**config.mk**
```make
export PLATFORM = sky130hd
export DESIGN_NAME = aircon_sequencer
export DESIGN_NICKNAME = d
export VERILOG_FILES = /design/src/inc/aircon_pkg.sv /design/src/core/aircon_sequencer.sv /design/src/core/sec_tick.sv
export SDC_FILE = /design/constraint.sdc
export NUM_CORES = 1
export LEC_CHECK = 0
export BUFFER_PORTS_ARGS = -buffer_cell sky130_fd_sc_hd__buf_2
export CAP_MARGIN = 5
export CORE_ASPECT_RATIO = 0.6
export CORE_MARGIN = 2
export CORE_UTILIZATION = 44
export CTS_CLUSTER_DIAMETER = 40
export CTS_CLUSTER_SIZE = 14
export DETAILED_ROUTE_END_ITERATION = 10
export PLACE_DENSITY = 0.58
export SETUP_SLACK_MARGIN = 0.05
export SYNTH_ARGS = -nofsm -noshare
export SYNTH_HDL_FRONTEND = slang
export SYNTH_SLANG_ARGS = --single-unit
export TNS_END_PERCENT = 50
```
**constraint.sdc**
```tcl
create_clock -name clock -period 8.35 [get_ports clock]
set_clock_uncertainty 0.05 [all_clocks]
set_input_delay 0.4175 -clock clock [delete_from_list [all_inputs] [get_ports clock]]
set_output_delay 0.4175 -clock clock [all_outputs]
set_load 0.03 [all_outputs]
```
**src/inc/aircon_pkg.sv**
```systemverilog
// Shared constants and types of the air-conditioner mode and compressor sequencer
package aircon_pkg;

  // ----------------------------------------------------------------
  // Clock and tick
  // ----------------------------------------------------------------
  localparam int unsigned CLOCK_NS     = 40;
  localparam int unsigned TICK_NS      = 1_000_000_000;
  localparam int unsigned TICK_CYCLES  = TICK_NS / CLOCK_NS;

  // ----------------------------------------------------------------
  // Intervals in seconds
  // ----------------------------------------------------------------
  localparam logic [11:0] MIN_RUN_S     = 12'd60;
  localparam logic [11:0] RESTART_S     = 12'd180;
  localparam logic [11:0] TIME_SAVE_S   = 12'd420;
  localparam logic [11:0] ODFAN_S       = 12'd30;
  localparam logic [11:0] IFAN_ON_S     = 12'd20;
  localparam logic [11:0] IFAN_OFF_S    = 12'd160;
  localparam logic [11:0] DRY_ON_MAX_S  = 12'd600;
  localparam logic [11:0] DRY_OFF_MIN_S = 12'd360;
  localparam logic [11:0] DRY_SWITCH_S  = 12'd180;
  localparam logic [11:0] AUTO_FAN_S    = 12'd25;
  localparam logic [11:0] REJUDGE_S     = 12'd3600;
  localparam logic [11:0] REJUDGE_OFF_S = 12'd450;
  localparam logic [11:0] COUNT_MAX     = 12'hFFF;

  // ----------------------------------------------------------------
  // Temperatures in whole degrees Celsius
  // ----------------------------------------------------------------
  localparam logic [7:0] TEMP_MIN       = 8'd16;
  localparam logic [7:0] TEMP_MAX       = 8'd30;
  localparam logic [7:0] STD_COOL       = 8'd25;
  localparam logic [7:0] STD_DRY        = 8'd22;
  localparam logic [7:0] STD_HEAT       = 8'd21;
  localparam logic [7:0] JUDGE_COOL     = 8'd23;
  localparam logic [7:0] JUDGE_DRY      = 8'd20;
  localparam logic [7:0] COOL_ON_OFFSET = 8'd1;
  localparam logic [7:0] RESET_TARGET   = 8'd25;

  // ----------------------------------------------------------------
  // Remote commands and fan steps
  // ----------------------------------------------------------------
  localparam logic [2:0] CMD_OFF  = 3'h0;
  localparam logic [2:0] CMD_HEAT = 3'h1;
  localparam logic [2:0] CMD_COOL = 3'h2;
  localparam logic [2:0] CMD_DRY  = 3'h3;
  localparam logic [2:0] CMD_AUTO = 3'h4;

  localparam logic [1:0] FAN_STOP        = 2'h0;
  localparam logic [1:0] lowest_fan_step = 2'h1;
  localparam logic [1:0] FAN_USER        = 2'h2;

  typedef enum logic [4:0] {
    OP_OFF   = 5'h01,
    OP_HEAT  = 5'h02,
    OP_COOL  = 5'h04,
    OP_DRY   = 5'h08,
    OP_JUDGE = 5'h10
  } op_t;

  typedef enum logic [3:0] {
    DRY_WAIT = 4'h1,
    DRY_ON   = 4'h2,
    DRY_OFF  = 4'h4,
    DRY_CYC  = 4'h8
  } dry_t;

endpackage

```
**src/core/aircon_sequencer.sv**
```systemverilog
// Mode selection and compressor/fan sequencing of a room air conditioner
//
// Contract
// A remote mode command selects heating, cooling, soft dry or automatic.
// Target temperature is accepted only from 16 to 30 degrees.
// Heat/cool stop compressor once target is met, restart when it is not.
// Compressor runs at least 60 seconds once started.
// Compressor stays off at least 3 minutes after stopping.
// Stop period under time save is at most 7 minutes.
// Outdoor fan runs 30 more seconds after each compressor stop.
// Cooling restart delay: indoor fan lowest step 20 s on, 160 s off.
// Soft dry starts once intake temperature reaches target.
// First soft dry ON at most 10 minutes, then OFF at least 6 minutes.
// Later soft dry ON/OFF follows intake versus target.
// Soft dry OFF, compressor off 3 minutes, warm intake: switch to cooling.
// Automatic: lowest fan step 25 seconds, then judge mode from intake.
// Automatic targets: cooling 25, soft dry 22, heating 21 degrees.
// Rejudge after 1 hour if compressor off over 7 min 30 s.
// All timers use one-second tick; run/restart timers beat temperature.
`timescale 1ns/1ps
module aircon_sequencer #(
  parameter int unsigned TICK_CYCLES = aircon_pkg::TICK_CYCLES
) (
  // Clock and reset
  input  wire logic       clock,
  input  wire logic       rst_n,
  // Remote control receiver
  input  wire logic       cmd_valid,
  input  wire logic [2:0] cmd_mode,
  input  wire logic       set_valid,
  input  wire logic [7:0] set_temp,
  // Intake air sensor
  input  wire logic [7:0] intake_temp,
  // Loads
  output logic            compressor,
  output logic            outdoor_fan,
  output logic [1:0]      indoor_fan,
  // Status
  output logic [4:0]      op_mode,
  output logic [7:0]      target_temp
);

  // ----------------------------------------------------------------
  // State
  // ----------------------------------------------------------------
  typedef struct packed {
    aircon_pkg::op_t  op;
    aircon_pkg::dry_t dry_ph;
    logic             auto_on;
    logic [7:0]       target;
    logic             comp;
    logic             ran;
    logic             odfan;
    logic [1:0]       ifan;
    logic [11:0]      run_cnt;
    logic [11:0]      off_cnt;
    logic [11:0]      ph_cnt;
    logic [11:0]      auto_cnt;
  } seq_state_t;

  seq_state_t s;
  seq_state_t next_s;
  logic       tick;
  logic       want;
  logic       time_save;

  // single tick
  sec_tick #(
    .TICK_CYCLES (TICK_CYCLES)
  ) u_tick (
    .clock (clock),
    .rst_n (rst_n),
    .tick  (tick)
  );

  // ----------------------------------------------------------------
  // Next state
  // ----------------------------------------------------------------
  always_comb begin
    next_s = s;
    want = 1'b0;
    time_save = 1'b0;
    if (tick) begin
      if (s.run_cnt != aircon_pkg::COUNT_MAX) next_s.run_cnt = s.run_cnt + 12'h1;
      if (s.off_cnt != aircon_pkg::COUNT_MAX) next_s.off_cnt = s.off_cnt + 12'h1;
      if (s.ph_cnt != aircon_pkg::COUNT_MAX) next_s.ph_cnt = s.ph_cnt + 12'h1;
      if (s.auto_cnt != aircon_pkg::COUNT_MAX) next_s.auto_cnt = s.auto_cnt + 12'h1;
    end
    // range check
    if (set_valid && !s.auto_on && set_temp >= aircon_pkg::TEMP_MIN &&
        set_temp <= aircon_pkg::TEMP_MAX) begin
      next_s.target = set_temp;
    end
    // mode behaviour
    case (s.op)
      aircon_pkg::OP_HEAT: begin
        want = intake_temp < s.target;
        time_save = 1'b1;
      end
      aircon_pkg::OP_COOL: begin
        want = intake_temp > s.target;
        time_save = 1'b1;
      end
      aircon_pkg::OP_DRY: begin
        case (s.dry_ph)
          aircon_pkg::DRY_WAIT: begin
            if (intake_temp >= s.target) begin
              next_s.dry_ph = aircon_pkg::DRY_ON;
              next_s.ph_cnt = 12'h0;
            end
          end
          aircon_pkg::DRY_ON: begin
            want = 1'b1;
            if (s.ph_cnt >= aircon_pkg::DRY_ON_MAX_S || intake_temp < s.target) begin
              next_s.dry_ph = aircon_pkg::DRY_OFF;
              next_s.ph_cnt = 12'h0;
            end
          end
          aircon_pkg::DRY_OFF: begin
            if (s.ph_cnt >= aircon_pkg::DRY_OFF_MIN_S) begin
              next_s.dry_ph = aircon_pkg::DRY_CYC;
            end else if (!s.comp && s.off_cnt >= aircon_pkg::DRY_SWITCH_S &&
                         intake_temp > 8'(s.target + aircon_pkg::COOL_ON_OFFSET)) begin
              next_s.op = aircon_pkg::OP_COOL;
            end
          end
          aircon_pkg::DRY_CYC: want = intake_temp > s.target;
          default: next_s.dry_ph = aircon_pkg::DRY_WAIT;
        endcase
      end
      aircon_pkg::OP_JUDGE: begin
        if (s.ph_cnt >= aircon_pkg::AUTO_FAN_S) begin
          next_s.auto_cnt = 12'h0;
          if (intake_temp >= aircon_pkg::JUDGE_COOL) begin
            next_s.op = aircon_pkg::OP_COOL;
            next_s.target = aircon_pkg::STD_COOL;
          end else if (intake_temp >= aircon_pkg::JUDGE_DRY) begin
            next_s.op = aircon_pkg::OP_DRY;
            next_s.dry_ph = aircon_pkg::DRY_WAIT;
            next_s.target = aircon_pkg::STD_DRY;
          end else begin
            next_s.op = aircon_pkg::OP_HEAT;
            next_s.target = aircon_pkg::STD_HEAT;
          end
        end
      end
      aircon_pkg::OP_OFF: want = 1'b0;
      default: next_s.op = aircon_pkg::OP_OFF;
    endcase
    // rejudge
    if (s.auto_on && s.op != aircon_pkg::OP_JUDGE && s.op != aircon_pkg::OP_OFF &&
        s.auto_cnt >= aircon_pkg::REJUDGE_S && !s.comp && s.ran &&
        s.off_cnt > aircon_pkg::REJUDGE_OFF_S) begin
      next_s.op = aircon_pkg::OP_JUDGE;
      next_s.ph_cnt = 12'h0;
    end
    // remote mode command
    if (cmd_valid) begin
      next_s.ph_cnt = 12'h0;
      next_s.dry_ph = aircon_pkg::DRY_WAIT;
      next_s.auto_on = 1'b0;
      case (cmd_mode)
        aircon_pkg::CMD_HEAT: next_s.op = aircon_pkg::OP_HEAT;
        aircon_pkg::CMD_COOL: next_s.op = aircon_pkg::OP_COOL;
        aircon_pkg::CMD_DRY:  next_s.op = aircon_pkg::OP_DRY;
        aircon_pkg::CMD_AUTO: begin
          next_s.op = aircon_pkg::OP_JUDGE;
          next_s.auto_on = 1'b1;
        end
        default: next_s.op = aircon_pkg::OP_OFF;
      endcase
    end
    // compressor gating
    if (s.comp) begin
      if ((!want || s.op == aircon_pkg::OP_OFF) && s.run_cnt >= aircon_pkg::MIN_RUN_S) begin
        next_s.comp = 1'b0;
        next_s.off_cnt = 12'h0;
      end
    end else if (!s.ran || s.off_cnt >= aircon_pkg::RESTART_S) begin
      if (want || (time_save && s.ran && s.off_cnt >= aircon_pkg::TIME_SAVE_S)) begin
        next_s.comp = 1'b1;
        next_s.ran = 1'b1;
        next_s.run_cnt = 12'h0;
      end
    end
    // outdoor fan overrun
    next_s.odfan = next_s.comp || (next_s.ran && next_s.off_cnt < aircon_pkg::ODFAN_S);
    // indoor fan
    if (next_s.op == aircon_pkg::OP_OFF) begin
      next_s.ifan = aircon_pkg::FAN_STOP;
    end else if (next_s.op == aircon_pkg::OP_JUDGE) begin
      next_s.ifan = aircon_pkg::lowest_fan_step;
    end else if (next_s.op == aircon_pkg::OP_COOL && !next_s.comp && next_s.ran &&
                 next_s.off_cnt < 12'(aircon_pkg::IFAN_ON_S + aircon_pkg::IFAN_OFF_S)) begin
      next_s.ifan = (next_s.off_cnt < aircon_pkg::IFAN_ON_S) ?
                    aircon_pkg::lowest_fan_step : aircon_pkg::FAN_STOP;
    end else begin
      next_s.ifan = aircon_pkg::FAN_USER;
    end
  end

  always_ff @(posedge clock or negedge rst_n) begin
    if (!rst_n) begin
      s <= '{op: aircon_pkg::OP_OFF, dry_ph: aircon_pkg::DRY_WAIT,
             target: aircon_pkg::RESET_TARGET, default: '0};
    end else begin
      s <= next_s;
    end
  end

  assign compressor  = s.comp;
  assign outdoor_fan = s.odfan;
  assign indoor_fan  = s.ifan;
  assign op_mode     = s.op;
  assign target_temp = s.target;

  // ----------------------------------------------------------------
  // Checks
  // ----------------------------------------------------------------
  AST_MODE_HEAT: assert property (@(posedge clock) disable iff (!rst_n)
    cmd_valid && cmd_mode == aircon_pkg::CMD_HEAT |=> s.op == aircon_pkg::OP_HEAT)
    else $error("heat command not taken");
  AST_TARGET_RANGE: assert property (@(posedge clock) disable iff (!rst_n)
    s.target >= aircon_pkg::TEMP_MIN && s.target <= aircon_pkg::TEMP_MAX)
    else $error("target out of range");
  AST_MIN_RUN: assert property (@(posedge clock) disable iff (!rst_n)
    s.comp && s.run_cnt < aircon_pkg::MIN_RUN_S |=> s.comp)
    else $error("compressor stopped before minimum run");
  AST_RESTART: assert property (@(posedge clock) disable iff (!rst_n)
    !s.comp && s.ran && s.off_cnt < aircon_pkg::RESTART_S |=> !s.comp)
    else $error("compressor restarted inside delay");
  AST_TIME_SAVE: assert property (@(posedge clock) disable iff (!rst_n)
    s.op == aircon_pkg::OP_HEAT && !cmd_valid && !s.comp && s.ran &&
    s.off_cnt >= aircon_pkg::TIME_SAVE_S |=> s.comp)
    else $error("stop period exceeded time save");
  AST_ODFAN: assert property (@(posedge clock) disable iff (!rst_n)
    $fell(s.comp) |-> s.odfan ##1 s.odfan)
    else $error("outdoor fan stopped with compressor");
  AST_IFAN_OFF: assert property (@(posedge clock) disable iff (!rst_n)
    s.op == aircon_pkg::OP_COOL && !s.comp && s.ran && s.off_cnt >= aircon_pkg::IFAN_ON_S &&
    s.off_cnt < aircon_pkg::RESTART_S |-> s.ifan == aircon_pkg::FAN_STOP)
    else $error("indoor fan on during off slot");
  AST_DRY_ON_MAX: assert property (@(posedge clock) disable iff (!rst_n)
    s.op == aircon_pkg::OP_DRY && s.dry_ph == aircon_pkg::DRY_ON |->
    s.ph_cnt <= aircon_pkg::DRY_ON_MAX_S)
    else $error("soft dry on phase too long");
  AST_JUDGE_FAN: assert property (@(posedge clock) disable iff (!rst_n)
    s.op == aircon_pkg::OP_JUDGE |-> s.ifan == aircon_pkg::lowest_fan_step)
    else $error("judge fan not at lowest step");

endmodule

```
**src/core/sec_tick.sv**
```systemverilog
// One-cycle pulse every TICK_CYCLES clocks
`timescale 1ns/1ps
module sec_tick #(
  parameter int unsigned TICK_CYCLES = aircon_pkg::TICK_CYCLES
) (
  // Clock and reset
  input  wire logic clock,
  input  wire logic rst_n,
  // Tick out
  output logic      tick
);

  typedef struct packed {
    logic [31:0] cnt;
    logic        tick;
  } tick_state_t;

  tick_state_t s;
  tick_state_t next_s;

  always_comb begin
    next_s = s;
    next_s.tick = 1'b0;
    if (s.cnt >= 32'(TICK_CYCLES - 1)) begin
      next_s.cnt = 32'h0;
      next_s.tick = 1'b1;
    end else begin
      next_s.cnt = s.cnt + 32'h1;
    end
  end

  always_ff @(posedge clock or negedge rst_n) begin
    if (!rst_n) begin
      s <= '0;
    end else begin
      s <= next_s;
    end
  end

  assign tick = s.tick;

endmodule

```
After elaboration in Yosys (flattened, before gate mapping):

Index checks and enable logic that the tools add are counted.

* bits in registers: 104
* bits of input ports: 23
* output and inout bits: 17
* word-level logic and storage cells: 156

* $add $sub $neg: 6
* order comparisons: 20
* equality and inequality tests: 29
* muxes and demuxes: 55
* reduce and logical (&&, ||, !) cells: 32

Operator list (number)
* 12-bit two-way mux: 16
* 12-bit by 1-bit adder with 12-bit output, second input constant: 4
* 48-bit two-way mux: 1
* 12-bit inequality test, second input constant: 4
* 32-bit by 1-bit adder with 32-bit output, second input constant: 1
* 32-bit by 25-bit greater-or-equal comparator with 1-bit output, second input constant: 1
* 32-bit two-way mux: 1
* 4-bit two-way mux: 8
* 12-bit by 9-bit greater-or-equal comparator with 1-bit output, second input constant: 2
* 8-bit by 5-bit greater-or-equal comparator with 1-bit output, second input constant: 3
* 12-bit by 5-bit less-than comparator with 1-bit output, second input constant: 2
* 8-bit two-way mux: 3
* 12-bit one-hot mux with 2 select lines: 1
* 5-bit two-way mux: 4
* 5-bit one-hot mux with 4 select lines: 1
* 1-bit logical AND: 18
* 8-bit greater-than comparator: 2
* 4-bit one-hot mux with 4 select lines: 1
* 5-bit one-hot mux with 3 select lines: 1
* 12-bit by 10-bit greater-or-equal comparator with 1-bit output, second input constant: 1
* 12-bit greater-or-equal comparator, second input constant: 1
* 12-bit by 5-bit greater-or-equal comparator with 1-bit output, second input constant: 1
* 12-bit by 6-bit greater-or-equal comparator with 1-bit output, second input constant: 1
* 12-bit by 8-bit greater-or-equal comparator with 1-bit output, second input constant: 1
* other kinds (35): 63

Depth between registers and ports, before layout:

* depth after elaboration: 16
* depth in mapped cells: 12

Cells and area by module:

A second synthesis with hierarchy kept.

* cells, all modules: 716
* area, all modules: 6538.8 µm²

By module, submodules not included
* aircon_sequencer: instances 1, cells an instance 560, area each 4919.7 µm², sequential area each 1783.0 µm²
* sec_tick: instances 1, cells an instance 156, area each 1619.1 µm², sequential area each 825.8 µm²

Worst setup path after synthesis:

OpenSTA, ideal clock, no wires.

* kind: flip-flop to flip-flop
* start: register s, in the netlist target_temp[3]
* end: register s, in the netlist indoor_fan[1]
* data arrival time: 2.469 ns
* data required time: 8.180 ns
* setup slack: 5.711 ns
* cell stages (with the launch flop): 13
* buffers on the path: 0
* clock period less this slack: 2.639 ns
* cells stage by stage: dfstp_2 inv_1 nor4_1 nand4_1 xnor2_1 ha_1 nand4_1 nor2_1 nor3_1 o211ai_1 a22oi_1 nand4b_1 o211a_1

RTL lines
* start, declared: line aircon_sequencer.sv:61 `seq_state_t s;`
* start signal, assigned: line aircon_sequencer.sv:204 `s <= '{op: aircon_pkg::OP_OFF, dry_ph: aircon_pkg::DRY_WAIT,`
* start signal, assigned: line aircon_sequencer.sv:207 `s <= next_s;`

==> impl_metrics.yaml <==
worst_setup_path:
  rrSetupSlack_ps: 5010
  r2r_start: "target_temp[3]$_DFF_PN1_"
  path_class: "reg -> reg"
  required_ps: 8540
  path_max_fanout: 4
  end_kind: "flip-flop"
  reg2reg_depth: 12
  cp-start-kind: "flip-flop"
  startpoint: "target_temp[3]$_DFF_PN1_"
  worstReg2RegEnd: "indoor_fan[1]$_DFF_PN0_"
  arrival_ps: 3530
global_route:
  grt_max_degree: 64
  gr-usage-all-layers_pct: 20.24
  grt_pass1_wl_mm: 24.27
  antenna_found_initial: 0
  grt_pass1_vias: 4701
  grt.overflow.total: 0
synthesis:
  syn_inst: 692
  ys_warn_count: 0
  synth_compound_area_share_pct: 12.33
  synth_top_family_by_area: "simple AND/OR/NAND/NOR gates"
  synth_top_cell_area_share_pct: 39.70
  synth-simple-area-share_pct: 25.43
  synth_xor_area_share_pct: 8.422
  synth_commonest_cells: "99 x dfrtp_1, 74 x nor2_1, 45 x nor3_1"
  syn_area_per_cell_sq_um: 9.017
  synthArstFlopShare_pct: 100.0
  synthAdderAreaFrac_pct: 5.615
  synthMostInstantiatedCell: "dfrtp_1"
  synthMuxAreaShare_pct: 0.9625
  ys_seq_area_share_pct: 41.81
  synth_area_leader_cell: "dfrtp_1"
  synth_area_leaders: "dfrtp_1 40%, ha_1 5.6%, xnor2_1 5.5%"
  synth.distinct_cells: 59
  syn_area_sq_mm: 0.006240
  synth_top_flop_cell: "dfrtp_1"
  synth-edff-count: 0
  synth-seq-cells: 104
sta:
  setup_viol: 0
  slew_violations: 0
  clock.fmax_ghz: 0.2990
  fin_crit_sh_pct: 40.06
  worst_hold_slack_ps: -2.315
  max_slew_margin_pct: 36.77
  hold_viol: 3
  tightest_slew_ps: 924.6
  rsz0062_at_grt: "no"
  final.setup.tns_ps: 0
  min_period_ps: 3345
route:
  vias_per_cell: 5.556
  ant_nets: 0
  first_pass_iters: 5
  dr_total_vias: 5067
  drt_wl_total_mm: 14.48
  drc: 0
  drt_iter0_markers: 301
  wl_per_cell_microns: 15.87
clock_tree:
  post_cts_buffers: 0
  hold_buffers: 0
  cts_tree: "built"
  cts.repair.resized: 0
  htreeDepth: 3
  cts_inserted_buffers: 9
  clock-root-buffer: "clkbuf_16"
  clkLatencyLatePin_ps: 350
  cts.sinks: 104
  cts_buffer_depth: 2
  clk_pin_slew_worst_paths_ps: 70
placed_design:
  place_hpwl_mm: 10.63
  place_congestion: 0.8889
  portBuffers: 39
die:
  start_util_pct: 45.38
  die_area_sq_mm: 0.01518
  io_pins: 40
  row_count: 33
  dieHeight_microns: 96.24
  die_w_microns: 157.7
  coreArea_sq_mm: 0.01375
run_status:
  violations: "negative hold slack"
  status: "finished with violations"
cells_and_area:
  layout-drive-gt1-share_pct: 10.14
  nets: 766
  area_growth_pct: 9.605
  diodes: 0
  fin_util_pct: 49.74
power_and_ir_drop:
  power.density_mw_per_mm2: 239.3
  irDropWorstVdd_mv: 0.1370
  p_leak_uw: 0.002905
hold_path:
  min_path_type: "in -> async"
run:
  max-cap-violations: 0
==> sequential cells by signal, summed over array words and instances, names as in the netlist <==
signal and count:
s 54, u_tick.s 32, target_temp 8, op_mode 5, indoor_fan 2, compressor 1, outdoor_fan 1, u_tick.tick 1
==> worst max-delay path by stage <==
stage	to	slack, ps	cells past startpoint
after detailed placement	indoor_fan[1]$_DFF_PN0_	5110	12
final	indoor_fan[1]$_DFF_PN0_	5010	12
after CTS	indoor_fan[1]$_DFF_PN0_	5080	12
after floorplan	indoor_fan[1]$_DFF_PN0_	5710	12
after global placement	indoor_fan[1]$_DFF_PN0_	5300	12
after global routing	indoor_fan[1]$_DFF_PN0_	4730	12
==> cell type report <==
type	instances	area, sq um
well taps	192	240.2
flip-flops and latches	104	2609
clock buffers	10	229.0
multi-input cells	521	3318
fillers	1282	6910
clock inverters	6	83.83
inverters	37	138.9
repair buffers	42	220.2
==> logic make-up after synthesis <==
group / after synthesis
xor+xnor: 60
mux: 6
simple gates: 303
fa+ha+maj: 28
other cells: 1
flops: 104
compound gates: 117
buf+inv: 73
==> layer usage <==
metal	routed length, microns	up-vias	track usage, %
met5	0	-	0
met4	110	0	4.167
met3	817	11	5.403
met2	5797	120	27.32
met1	7752	2442	31.74
li1	-	2494	-
==> power breakdown <==
part,switching [uW],internal (uW),total (uW)
clock,189,262,451
combinational,264,190,453
sequential,136,597,732
total,588,1050,1640
==> placed cells by master, fill, tap and decap left out, types with 4 or more instances in the layout <==
| cell type | netlist | layout |
|---|---|---|
| a21o_1 | 4 | 4 |
| a21oi_1 | 36 | 36 |
| a31oi_1 | 11 | 11 |
| and3_1 | 12 | 12 |
| and4_1 | 7 | 7 |
| buf_2 | 3 | 38 |
| buf_4 | 15 | 4 |
| clkbuf_16 | 0 | 9 |
| conb_1 | 1 | 7 |
| dfrtp_1 | 99 | 99 |
| dfstp_2 | 5 | 5 |
| ha_1 | 28 | 28 |
| inv_1 | 37 | 37 |
| mux2i_1 | 6 | 6 |
| nand2_1 | 42 | 42 |
| nand2b_1 | 7 | 7 |
| nand3_1 | 35 | 35 |
| nand3b_1 | 7 | 7 |
| nand4_1 | 24 | 24 |
| nor2_1 | 74 | 74 |
| nor2b_1 | 4 | 4 |
| nor3_1 | 45 | 45 |
| nor3b_1 | 9 | 9 |
| nor4_1 | 8 | 8 |
| nor4b_1 | 6 | 6 |
| o211ai_1 | 7 | 7 |
| o21a_1 | 5 | 5 |
| o21ai_0 | 24 | 24 |
| or2_2 | 5 | 5 |
| or3_1 | 10 | 10 |
| xnor2_1 | 39 | 39 |
| xor2_1 | 21 | 21 |
==> through the flow <==
stage | power [uW] | area [sq um] | setup WS (ps) | instances | hold slack [ps]
2_1_floorplan | 1066 | 6262 | 5711 | 698 | 71.91
3_3_place_gp | 1172 | 6526 | 5296 | 896 | 388.4
3_5_place_dp | 1189 | 6526 | 5107 | 896 | 389.0
4_1_cts | 1645 | 6839 | 5084 | 912 | 14.80
5_1_grt | 1750 | 6839 | 4733 | 912 | 30.63
6_report | 1636 | 6839 | 5005 | 912 | -2.315
==> critical path, cell delays in order, from the launching register on <==
cell and delay, ps:
dfstp_2 560, inv_1 80, nor4_1 580, nand4_1 190
xnor2_1 160, ha_1 290, nand4_1 130, nor2_1 60
nor3_1 300, o211ai_1 140, a22oi_1 270, nand4b_1 180
o211a_1 250
Note: power is estimated with default switching activity, not from simulation.
